===== config.mk =====
export PLATFORM = sky130hd
export DESIGN_NAME = ubs_break_sync_tx
export DESIGN_NICKNAME = d
export VERILOG_FILES = /design/src/ubs_pkg.sv /design/src/ubs_half_tick.sv /design/src/ubs_break_sync_tx.sv
export VERILOG_INCLUDE_DIRS = /design/src
export SDC_FILE = /design/constraint.sdc
export NUM_CORES = 1
export LEC_CHECK = 0
export ABC_AREA = 1
export BUFFER_PORTS_ARGS = -buffer_cell sky130_fd_sc_hd__buf_2
export CAP_MARGIN = 0
export CORE_MARGIN = 5
export CORE_UTILIZATION = 55
export DETAILED_ROUTE_END_ITERATION = 7
export GPL_ROUTABILITY_DRIVEN = 0
export GPL_TIMING_DRIVEN = 0
export PLACE_DENSITY = 0.81
export SYNTH_ARGS = -nofsm -noshare
export SYNTH_HDL_FRONTEND = slang
export SYNTH_SLANG_ARGS = --single-unit

===== constraint.sdc =====
create_clock -name mclk -period 3.2 [get_ports mclk]
set_input_delay 0.64 -clock mclk [delete_from_list [all_inputs] [get_ports mclk]]
set_output_delay 0.64 -clock mclk [all_outputs]
set_load 0.05 [all_outputs]

===== src/ubs_cfg.svh =====
// Constants of the break, sync and clocked master transmit block
`ifndef UBS_CFG_SVH
`define UBS_CFG_SVH

// Character lengths in bits and index of the last received data bit
`define UBS_DATA_BITS       4'h8
`define UBS_NINTH_BITS      4'h9
`define UBS_BREAK_ZERO_BITS 4'hc
`define UBS_RX_LAST_BIT     4'h7

// Reset values
`define UBS_DIV_RESET       16'h0000
`define UBS_SHIFT_RESET     9'h000
`define UBS_BYTE_RESET      8'h00
`define UBS_CNT_RESET       4'h0

`endif


===== src/ubs_pkg.sv =====
// Types shared by the break, sync and clocked master transmit block
package ubs_pkg;

    // Configuration levels set by software
    typedef struct packed {
        logic        clockedModeSelect;
        logic        clockSourceMaster;
        logic        singleReceiveEnable;
        logic        continuousReceiveEnable;
        logic        portEnable;
        logic        transmitEnable;
        logic        clockIdlePolarity;
        logic        dataInvert;
        logic        ninthBitEnable;
        logic        ninthBitValue;
        logic [15:0] baudDivisor;
    } ubs_cfg_s;

    typedef enum logic [1:0] {TX_IDLE, TX_START, TX_DATA, TX_STOP} ubs_tx_state_e;
    typedef enum logic [1:0] {RX_IDLE, RX_START, RX_DATA, RX_STOP} ubs_rx_state_e;

endpackage


===== src/ubs_half_tick.sv =====
// Half-bit tick generator driven by the baud divisor
`timescale 1ns/1ps
`default_nettype none
`include "ubs_cfg.svh"

module ubs_half_tick (
    // Clock and reset
    input  wire logic        mclk,
    input  wire logic        rst_n,
    // Control
    input  wire logic        restart,
    input  wire logic [15:0] divisor,
    // Tick, one cycle every divisor+1 cycles
    output logic             tick
);

    logic [15:0] cntReg;
    logic [15:0] cntNext;
    logic        tickNext;

    // Tick stands while the count is zero, so the first half bit is full length
    always_comb begin
        if (restart || cntReg == 16'h0000) begin
            cntNext = divisor;
        end else begin
            cntNext = cntReg - 16'h0001;
        end
        tickNext = (cntNext == 16'h0000);
    end

    always_ff @(posedge mclk) begin
        if (!rst_n) begin
            cntReg <= `UBS_DIV_RESET;
            tick   <= 1'b0;
        end else begin
            cntReg <= cntNext;
            tick   <= tickNext;
        end
    end

endmodule
`default_nettype wire


===== src/ubs_break_sync_tx.sv =====
// Break and sync transmit, break receive and clocked master transmit
//
// Contract
// - Break request plus write sends a break
// - Break request self-clears, queued byte follows
// - Holding empty flag rises when holding empties
// - Received break: ready, framing error, zero data
// - Wake mode: edge flags ready, then byte
// - Clocked mode shifts data bits only
// - Clocked mode is half-duplex on two lines
// - Mode, master, direction and enable bits decode
// - Master drives clock pin, driver auto-enabled
// - One clock per data bit, no extra
// - Idle polarity sets clock level and edges
// - Master transmit drives data and clock pins
// - Holding waits for shifter, else moves at once
// - Data changes on leading clock edge
// - Data invert flips transmit and receive data
// - Ninth bit enable shifts nine bits
// - Shift register is not software visible
// - Break is start, twelve zeros, stop
// - Shift empty shows transmit activity
`timescale 1ns/1ps
`default_nettype none
`include "ubs_cfg.svh"

module ubs_break_sync_tx (
    // Clock and reset
    input  wire logic             mclk,
    input  wire logic             rst_n,
    // Configuration
    input  wire ubs_pkg::ubs_cfg_s cfg,
    // Software strobes
    input  wire logic             sendBreakSet,
    input  wire logic             wakeOnEdgeSet,
    input  wire logic             txWrite,
    input  wire logic [7:0]       txWriteData,
    input  wire logic             rxRead,
    // Status
    output logic                  sendBreakRequest,
    output logic                  wakeOnEdgeEnable,
    output logic                  txBufferEmptyFlag,
    output logic                  txShiftEmpty,
    output logic                  rxReadyFlag,
    output logic                  framingErrorFlag,
    output logic [7:0]            rxData,
    // Pins
    input  wire logic             dataPinIn,
    output logic                  dataPinOut,
    output logic                  dataPinOe,
    output logic                  clockPinOut,
    output logic                  clockPinOe
);

    ubs_pkg::ubs_tx_state_e txState, txStateNext;
    ubs_pkg::ubs_rx_state_e rxState, rxStateNext;
    logic [8:0] holdReg, holdNext, shiftReg, shiftNext;
    logic [3:0] bitCntReg, bitCntNext, rxCntReg, rxCntNext;
    logic [7:0] rxShiftReg, rxShiftNext, rxDataNext;
    logic       halfReg, halfNext, breakReg, breakNext, lineReg, lineNext;
    logic       clkReg, clkNext, emptyNext, sbNext, trmtNext;
    logic       clkOutNext, clkOeNext, datOutNext, datOeNext;
    logic       txRestart, txTick, rxRestart, rxTick;
    logic       rxSync1Reg, rxSync2Reg, rxPrevReg, rxLine, rxFall, rxRise;
    logic       rxHalfReg, rxHalfNext, readyNext, ferrNext, wakeNext;
    logic       txActive, txMode, rxEnable, clkIdle;
    logic [3:0] charBits;

    ubs_half_tick txTicker (
        .mclk    (mclk),
        .rst_n   (rst_n),
        .restart (txRestart),
        .divisor (cfg.baudDivisor),
        .tick    (txTick)
    );

    ubs_half_tick rxTicker (
        .mclk    (mclk),
        .rst_n   (rst_n),
        .restart (rxRestart),
        .divisor (cfg.baudDivisor),
        .tick    (rxTick)
    );

    assign txActive = cfg.portEnable && cfg.transmitEnable;
    assign txMode   = !cfg.singleReceiveEnable && !cfg.continuousReceiveEnable;
    assign clkIdle  = cfg.clockIdlePolarity;
    assign charBits = cfg.ninthBitEnable ? `UBS_NINTH_BITS : `UBS_DATA_BITS;

    // Transmit path
    always_comb begin
        txStateNext = txState;
        holdNext    = holdReg;
        emptyNext   = txBufferEmptyFlag;
        shiftNext   = shiftReg;
        bitCntNext  = bitCntReg;
        halfNext    = halfReg;
        breakNext   = breakReg;
        lineNext    = lineReg;
        clkNext     = clkReg;
        sbNext      = sendBreakRequest;
        txRestart   = 1'b0;
        case (txState)
            ubs_pkg::TX_IDLE: begin
                lineNext = 1'b1;
                clkNext  = clkIdle;
                if (!txBufferEmptyFlag && txActive
                    && (!cfg.clockedModeSelect || (cfg.clockSourceMaster && txMode))) begin
                    shiftNext  = holdReg;
                    emptyNext  = 1'b1;
                    halfNext   = 1'b0;
                    txRestart  = 1'b1;
                    bitCntNext = charBits;
                    if (cfg.clockedModeSelect) begin
                        txStateNext = ubs_pkg::TX_DATA;
                        breakNext   = 1'b0;
                        lineNext    = holdReg[0];
                        clkNext     = !clkIdle;
                    end else begin
                        txStateNext = ubs_pkg::TX_START;
                        breakNext   = sendBreakRequest;
                        lineNext    = 1'b0;
                        if (sendBreakRequest) begin
                            bitCntNext = `UBS_BREAK_ZERO_BITS;
                        end
                    end
                end
            end
            ubs_pkg::TX_START: begin
                if (txTick) begin
                    halfNext = !halfReg;
                    if (halfReg) begin
                        txStateNext = ubs_pkg::TX_DATA;
                        lineNext    = breakReg ? 1'b0 : shiftReg[0];
                    end
                end
            end
            ubs_pkg::TX_DATA: begin
                if (txTick) begin
                    halfNext = !halfReg;
                    if (!halfReg) begin
                        clkNext = clkIdle;
                    end else begin
                        shiftNext  = {1'b0, shiftReg[8:1]};
                        bitCntNext = bitCntReg - 4'h1;
                        if (bitCntReg == 4'h1) begin
                            txStateNext = cfg.clockedModeSelect ? ubs_pkg::TX_IDLE
                                                                : ubs_pkg::TX_STOP;
                            lineNext    = 1'b1;
                        end else begin
                            lineNext = breakReg ? 1'b0 : shiftReg[1];
                            clkNext  = cfg.clockedModeSelect ? !clkIdle : clkIdle;
                        end
                    end
                end
            end
            ubs_pkg::TX_STOP: begin
                lineNext = 1'b1;
                if (txTick) begin
                    halfNext = !halfReg;
                    if (halfReg) begin
                        txStateNext = ubs_pkg::TX_IDLE;
                        breakNext   = 1'b0;
                        if (breakReg) begin
                            sbNext = 1'b0;
                        end
                    end
                end
            end
            default: begin
                txStateNext = ubs_pkg::TX_IDLE;
            end
        endcase
        if (!cfg.portEnable) begin
            txStateNext = ubs_pkg::TX_IDLE;
            lineNext    = 1'b1;
            clkNext     = clkIdle;
        end
        if (txWrite && cfg.transmitEnable) begin
            holdNext  = {cfg.ninthBitValue, txWriteData};
            emptyNext = 1'b0;
        end
        if (sendBreakSet) begin
            sbNext = 1'b1;
        end
        trmtNext   = (txStateNext == ubs_pkg::TX_IDLE);
        clkOutNext = cfg.clockedModeSelect ? clkNext : (lineNext ^ cfg.dataInvert);
        clkOeNext  = cfg.portEnable
                     && (cfg.clockedModeSelect ? cfg.clockSourceMaster : cfg.transmitEnable);
        datOutNext = lineNext ^ cfg.dataInvert;
        datOeNext  = txActive && cfg.clockedModeSelect && cfg.clockSourceMaster && txMode;
    end

    always_ff @(posedge mclk) begin
        if (!rst_n) begin
            txState           <= ubs_pkg::TX_IDLE;
            holdReg           <= `UBS_SHIFT_RESET;
            txBufferEmptyFlag <= 1'b1;
            shiftReg          <= `UBS_SHIFT_RESET;
            bitCntReg         <= `UBS_CNT_RESET;
            halfReg           <= 1'b0;
            breakReg          <= 1'b0;
            lineReg           <= 1'b1;
            clkReg            <= 1'b0;
            sendBreakRequest  <= 1'b0;
            txShiftEmpty      <= 1'b1;
            clockPinOut       <= 1'b0;
            clockPinOe        <= 1'b0;
            dataPinOut        <= 1'b1;
            dataPinOe         <= 1'b0;
        end else begin
            txState           <= txStateNext;
            holdReg           <= holdNext;
            txBufferEmptyFlag <= emptyNext;
            shiftReg          <= shiftNext;
            bitCntReg         <= bitCntNext;
            halfReg           <= halfNext;
            breakReg          <= breakNext;
            lineReg           <= lineNext;
            clkReg            <= clkNext;
            sendBreakRequest  <= sbNext;
            txShiftEmpty      <= trmtNext;
            clockPinOut       <= clkOutNext;
            clockPinOe        <= clkOeNext;
            dataPinOut        <= datOutNext;
            dataPinOe         <= datOeNext;
        end
    end

    // Receive path, asynchronous only
    assign rxLine   = rxSync2Reg ^ cfg.dataInvert;
    assign rxFall   = rxPrevReg && !rxLine;
    assign rxRise   = !rxPrevReg && rxLine;
    assign rxEnable = cfg.portEnable && !cfg.clockedModeSelect && cfg.continuousReceiveEnable;

    always_comb begin
        rxStateNext = rxState;
        rxShiftNext = rxShiftReg;
        rxCntNext   = rxCntReg;
        rxHalfNext  = rxHalfReg;
        rxDataNext  = rxData;
        ferrNext    = framingErrorFlag;
        wakeNext    = wakeOnEdgeEnable;
        rxRestart   = 1'b0;
        readyNext   = rxRead ? 1'b0 : rxReadyFlag;
        case (rxState)
            ubs_pkg::RX_IDLE: begin
                if (wakeOnEdgeEnable) begin
                    if (rxFall) begin
                        readyNext = 1'b1;
                    end
                    if (rxRise) begin
                        wakeNext = 1'b0;
                    end
                end else if (rxEnable && rxFall) begin
                    rxStateNext = ubs_pkg::RX_START;
                    rxRestart   = 1'b1;
                end
            end
            ubs_pkg::RX_START: begin
                if (rxTick) begin
                    rxStateNext = rxLine ? ubs_pkg::RX_IDLE : ubs_pkg::RX_DATA;
                    rxCntNext   = `UBS_CNT_RESET;
                    rxHalfNext  = 1'b0;
                end
            end
            ubs_pkg::RX_DATA: begin
                if (rxTick) begin
                    rxHalfNext = !rxHalfReg;
                    if (rxHalfReg) begin
                        rxShiftNext = {rxLine, rxShiftReg[7:1]};
                        rxCntNext   = rxCntReg + 4'h1;
                        if (rxCntReg == `UBS_RX_LAST_BIT) begin
                            rxStateNext = ubs_pkg::RX_STOP;
                        end
                    end
                end
            end
            ubs_pkg::RX_STOP: begin
                if (rxTick) begin
                    rxHalfNext = !rxHalfReg;
                    if (rxHalfReg) begin
                        rxStateNext = ubs_pkg::RX_IDLE;
                        rxDataNext  = rxShiftReg;
                        ferrNext    = !rxLine;
                        readyNext   = 1'b1;
                    end
                end
            end
            default: begin
                rxStateNext = ubs_pkg::RX_IDLE;
            end
        endcase
        if (!rxEnable) begin
            rxStateNext = ubs_pkg::RX_IDLE;
        end
        if (wakeOnEdgeSet) begin
            wakeNext = 1'b1;
        end
    end

    always_ff @(posedge mclk) begin
        if (!rst_n) begin
            rxSync1Reg       <= 1'b1;
            rxSync2Reg       <= 1'b1;
            rxPrevReg        <= 1'b1;
            rxState          <= ubs_pkg::RX_IDLE;
            rxShiftReg       <= `UBS_BYTE_RESET;
            rxCntReg         <= `UBS_CNT_RESET;
            rxHalfReg        <= 1'b0;
            rxData           <= `UBS_BYTE_RESET;
            rxReadyFlag      <= 1'b0;
            framingErrorFlag <= 1'b0;
            wakeOnEdgeEnable <= 1'b0;
        end else begin
            rxSync1Reg       <= dataPinIn;
            rxSync2Reg       <= rxSync1Reg;
            rxPrevReg        <= rxLine;
            rxState          <= rxStateNext;
            rxShiftReg       <= rxShiftNext;
            rxCntReg         <= rxCntNext;
            rxHalfReg        <= rxHalfNext;
            rxData           <= rxDataNext;
            rxReadyFlag      <= readyNext;
            framingErrorFlag <= ferrNext;
            wakeOnEdgeEnable <= wakeNext;
        end
    end

    // Checks
    // Leading clock edges of the current character, restarted from idle
    logic [3:0] leadCntReg;
    always_ff @(posedge mclk) begin
        if (!rst_n) begin
            leadCntReg <= `UBS_CNT_RESET;
        end else if (cfg.clockedModeSelect
                     && clkOutNext != clkIdle && clockPinOut == clkIdle) begin
            leadCntReg <= txShiftEmpty ? 4'h1 : leadCntReg + 4'h1;
        end else if (txShiftEmpty) begin
            leadCntReg <= `UBS_CNT_RESET;
        end
    end
endmodule
`default_nettype wire


======== Word-level counts from Yosys, hierarchy flattened ========
Cells that the tools add are included.
word-level totals
  register bits after elaboration ......... 98
  bits of input ports ..................... 41
  logic and storage cells ................. 210
cells by class
  add/subtract/negate cells ............... 4
  eq/ne operators ......................... 23
  multiplexer cells ....................... 93
  bitwise logic cells ..................... 2
  reduce and logical (&&, ||, !) cells .... 58
operator list
  operator                 count
  $logic_not A16 Y1        4
  $mux W1                  49
  $mux W2                  20
  $mux W16                 2
  $sub A16 B1 Y16 const B  2
  $mux W9                  3
  $mux W4                  6
  $reduce_bool A2 Y1       11
  $pmux W9 S2              1
  $ne A2 B2 Y1 const B     8
  $pmux W2 S4              2
  $pmux W4 S2              2
  $reduce_and A4 Y1        4
  $logic_and A1 B1 Y1      15
  $ne A2 B1 Y1 const B     7
  $pmux W1 S2              5
  $logic_not A1 Y1         9
  $reduce_and A3 Y1        3
  $eq A2 B2 Y1 const B     4
  $reduce_and A8 Y1        1
  $logic_not A2 Y1         3
  $mux W3                  2
  $reduce_and A2 Y1        3
  $add A4 B1 Y4 const B    1
  9 further kinds          13

======== Longest topological paths before layout ========
  word-level depth ........................ 10
  depth in mapped cells ................... 14
  mapped depth without buffers ............ 14

======== Hierarchy ========
From an unflattened synthesis, not the netlist that was laid out.
second synthesis, totals
  cells, all modules ...................... 790
  area, all modules ....................... 5272.6 µm²
by module, submodules not included
  module                     times used  cells an instance  area each (µm²)  sequential area each (µm²)
  ubs_break_sync_tx          1           393                2902.8           1281.2
  ubs_half_tick at rxTicker  1           196                1193.6           340.3
  ubs_half_tick at txTicker  1           201                1176.1           340.3

======== Least setup slack after synthesis ========
OpenSTA, ideal clock, no wires.
  kind .................................... input -> register
  start ................................... input cfg[18] in the netlist's numbering
  end ..................................... register rxTicker.tick
  library setup time ...................... 112 ps
  arrival time ............................ 1692 ps
  slack ................................... 1396 ps
  stages on the path ...................... 14
  buffers on the path ..................... 1
  path through ............................ inv_2 > nand2_1 > nand2_1 > nor2_2 > nand3_4 > nand2_4 > buf_6 > nand2_2 > nand2_1 > nor2_1 > nand2_1 > nor2_1 > nand2_1 > nor2_2
between the ends
  longest elaborated chain between the ends .. 10
RTL lines
  element               RTL line                  source
  from (decl)           ubs_break_sync_tx.sv:32   input wire ubs_pkg::ubs_cfg_s cfg,
  $xor A1 B1 Y1         ubs_break_sync_tx.sv:231  assign rxLine = rxSync2Reg ^ cfg.dataInvert;
  $logic_not A1 Y1      ubs_break_sync_tx.sv:232  assign rxFall = rxPrevReg && !rxLine;
  $logic_and A1 B1 Y1   ubs_break_sync_tx.sv:232
  $logic_and A1 B1 Y1   ubs_break_sync_tx.sv:255  end else if (rxEnable && rxFall) begin
  $mux W1               ubs_break_sync_tx.sv:255
  $mux W1               ubs_break_sync_tx.sv:248  if (wakeOnEdgeEnable) begin
  $mux W1               ubs_break_sync_tx.sv:246  case (rxState)
  $logic_or A1 B1 Y1    ubs_half_tick.sv:23       if (restart || cntReg == 16'h0000) begin
  $mux W16              ubs_half_tick.sv:23
  $logic_not A16 Y1     ubs_half_tick.sv:28       tickNext = (cntNext == 16'h0000);
  to (signal assigned)  ubs_half_tick.sv:37       tick <= tickNext;
  to (decl)             ubs_half_tick.sv:14       output logic tick
Every way passes these cells.
A chain may end at the register's enable or synchronous reset.

======== Worst setup path after layout ========
  start ................................... register txTicker.cntReg[0]
  end ..................................... register txTicker.tick
between the ends
  longest elaborated chain between the ends .. 4
  elaborated cells on any way between the ends .. 5
  classes of those cells .................. add/sub: 1; mux: 1; reduce/logical: 3
RTL lines
  element                                                  RTL line             source
  from (decl)                                              ubs_half_tick.sv:17  logic [15:0] cntReg;
  from (signal assigned)                                   ubs_half_tick.sv:33  cntReg <= `UBS_DIV_RESET;
  from (signal assigned)                                   ubs_half_tick.sv:36  cntReg <= cntNext;
  branches (longest 2 deep; another with $sub A16 B1 Y16)  --
  $mux W16 (*)                                             ubs_half_tick.sv:23
  $logic_not A16 Y1 (*)                                    ubs_half_tick.sv:28
  to (signal assigned)                                     ubs_half_tick.sv:37
  to (decl)                                                ubs_half_tick.sv:14
Every way passes the cells marked *.

==> results by group <==
Die
  • Die width: 105 um
  • Row cnt: 34
  • Core area: 8760 sq um
  • I/O Pins: 59
  • Die Y: 105 um
  • Die ar.: 11100 sq um
  • Initial Util: 56.8%

Power and ir drop
  • Leakage: 2.57 nW
  • VDD IR max: 0.309 mV
  • Pwr/cell area: 800 nW/um^2

Global routing
  • Initial antenna violation count: 0
  • Pin count of the biggest net entering global routing: 19
  • Total track usage: 22.3%
  • First-pass GRT wire length: 20.7 mm
  • Vias in the first global route: 4685
  • Gr ovfl total: 0

Final layout
  • P&R area growth vs syn: 12.2%
  • FILL cells: 799
  • Register area: 1960 sq um
  • Final Instance Area: 5590 sq um
  • NumNets Final: 862
  • N_diodes: 0
  • Area of the multi-input gates: 2570 sq um
  • Fraction of layout cells with a size suffix above 1: 12.6%
  • Finished Layout Cells: 925

STA
  • Fin. max-slew vios: 0
  • Final Cycle Share: 62.8%
  • Worst relative slew slack: 58.4%
  • Worst-margin pin slew: 0.624 ns
  • Fin Clk Skew: 0.00485 ns
  • Fmax: 0.498 GHz
  • Unrepaired setup endpoints after global routing: no
  • Post-route minimum period: 2.01 ns
  • Final setup margin: 1.19 ns
  • Setup TNS Final: 0 ns
  • Final Hold Fails: 0
  • # setup viols final: 0

Worst setup path
  • Critical-path top delay cell: dfxtp_1
  • Endpoint type of the worst setup path: register
  • WP buf/inv: 3
  • Cell mode on critical path: nor2_1
  • Crit path required time: 3.51 ns
  • CP startpoint kind: register
  • Crit path arrival time: 2.32 ns
  • Reg2Reg Depth: 11
  • Worst-path cell chain: inv_1 -> ha_1 -> nand3_1 -> nor2_1 -> nand2_1 -> nand2_2 -> inv_2 -> buf_6 -> a21boi_0 -> nand4_1 -> nor2_1
  • CP max FO: 10
  • Critical Path Stages: 11
  • Critical path class: reg -> reg
  • Reg-to-reg slack, setup: 1.19 ns
  • Cell family with most CP delay: simple AND/OR/NAND/NOR gates
  • Critical Path Max Stage Delay: 0.33 ns

Synth
  • Top FF cell, synth: dfxtp_1
  • Syn Inst Count: 744
  • Sequential share of the synthesized area: 39.4%
  • FF+latch count, synth: 98
  • Synthesized area: 4980 sq um
  • Syn. warnings: 0
  • Syn avg cell area: 6.69 sq um
  • Post-synth cell types: 40
  • Async S/R FF share, synth: 0%
  • Number of flops mapped to enable cells by yosys: 0
  • Syn nets: 794

Hold path
  • Hold Crit Class: reg -> reg
  • Hold path cells: 1

Placed design
  • Post-DP HPWL: 9.35 mm
  • PortBufs: 57
  • Dpl cells: 909
  • Place WS: 1.02 ns
  • Placement Cell Area: 5400 sq um

Route
  • Final WL: 12.2 mm
  • First DRT Iteration DRCs: 210
  • Antenna-violating nets left: 0
  • Vias/cell: 5.40
  • Detailed-route via count: 4999
  • DR pass1 iterations: 5
  • Routed wire length per instance: 13.2 um
  • Drc violations: 0

CTS
  • CTS resizes: 0
  • Root Driver: clkbuf_8
  • Clk buf depth: 2
  • CTS tree: done
  • H-Tree Depth: 3
  • Worst skew pair latency: 0.37 ns
  • CTS Buf Count: 9
  • Clk sinks: 98
  • Hold buffers post-CTS: 0
  • Post-CTS Setup Inserts: 0
  • Clock transition at path regs: 0.10 ns

Status
  • Status: finished, final reports clean

Flow run
  • Max-cap violation count: 0
==> report_power, final <==
part	internal, mW	leakage, nW	switching [mW]
clock	0.296	0.0884	0.475
combinational	0.772	1.68	1.36
sequential	1.41	0.800	0.153
==> cells in the mapped netlist, types with 2 or more instances <==
library cell	n	area, sq um
a211oi_1	4	30.0
a21oi_1	55	275
a31oi_1	9	56.3
buf_6	3	33.8
clkbuf_1	16	60.1
clkinv_1	2	7.51
dfxtp_1	98	1960
ha_1	9	113
inv_1	85	319
inv_2	4	15.0
nand2_1	181	679
nand2_2	7	43.8
nand2_4	2	22.5
nand3_1	43	215
nand3_2	3	30.0
nand3b_1	2	15.0
nand4_1	5	31.3
nor2_1	114	428
nor2_2	4	25.0
nor3_1	6	30.0
o211ai_1	2	15.0
o21ai_0	48	240
o21ai_1	6	30.0
o31ai_1	2	15.0
or2_2	2	12.5
xnor2_1	8	70.1
xor2_1	11	96.3
==> metal layers <==
| layer | share of wire [%] | track usage, % | vias to the layer above |
|---|---|---|---|
| met5 | 0 | 0 | - |
| met4 | 2.3 | 8.95 | 0 |
| met3 | 6.5 | 4.07 | 26 |
| met2 | 48 | 38.0 | 180 |
| met1 | 43 | 27.8 | 2284 |
| li1 | - | - | 2509 |
==> worst reg2reg max path: cells and delay by family, from the launching register on <==
| kind | cells | cell delay, ns |
|---|---|---|
| simple gates | 6 | 0.86 |
| buf+inv | 3 | 0.28 |
| compound gates | 1 | 0.29 |
| flops | 1 | 0.33 |
| fa+ha+maj | 1 | 0.19 |
==> placed cells by master (no fill, tap or decap), types with 3 or more instances in the layout <==
master	synthesis	layout
buf_6	3	3
a21oi_1	55	55
clkbuf_8	0	9
nor2_2	4	4
nor2_1	114	114
a31oi_1	9	9
dfxtp_1	98	98
nand4_1	5	5
buf_2	1	58
inv_1	85	85
nand3_2	3	3
ha_1	9	9
nand3_1	43	43
clkbuf_1	16	16
nand2_2	7	7
xnor2_1	8	8
o21ai_0	48	48
nand2_1	181	181
xor2_1	11	11
o21ai_1	6	6
nor3_1	6	6
inv_2	4	4
a211oi_1	4	4
==> registers in the layout (all words and copies together), names as in the netlist, 2 cells and up, named ones only <==
signal and cells:
shiftReg 9, rxTicker.cntReg 16, rxShiftReg 8, bitCntReg 4, holdReg 9, rxCntReg 4, txState 2, rxData 8
txTicker.cntReg 16
==> cell type report <==
class,count,share of cell area (%)
clock inverter,7,1.10
sequential,98,35.1
inverter,92,6.23
buffer,21,1.84
timing repair buffer,57,5.11
clock buffer,9,2.22
multi-input combinational,533,46.0
tap,108,2.42
==> path summary, 6_finish.rpt <==
check / to / start
max: txTicker.tick / txTicker.cntReg[0]
max reg2reg: txTicker.tick / txTicker.cntReg[0]
min reg2reg: rxSync2Reg / rxSync1Reg
min: rxSync2Reg / rxSync1Reg
==> through the flow <==
| stage | util, % | power [mW] | hold slack, ns |
|---|---|---|---|
| 2_1_floorplan | - | 3.25 | 0.393 |
| 3_3_place_gp | 61.6 | 3.63 | 0.394 |
| 3_5_place_dp | 61.6 | 3.69 | 0.401 |
| 4_1_cts | 63.7 | 4.46 | 0.424 |
| 5_1_grt | 63.7 | 4.86 | 0.444 |
| 6_report | 63.7 | 4.47 | 0.421 |
==> cells by family (layout without fill, tap and decap cells) <==
group | Yosys count | in the layout | share of synthesized area, %
adders and majority gates | 9 | 9 | 2.26
buffers and inverters | 113 | 186 | 9.04
AOI/OAI and AO/OA | 132 | 132 | 14.3
muxes | 1 | 1 | 0.201
DFF | 98 | 98 | 39.4
and+or+nand+nor | 372 | 372 | 31.5
xor gates and xnor gates | 19 | 19 | 3.34
Note: power is estimated with default switching activity, not from simulation.
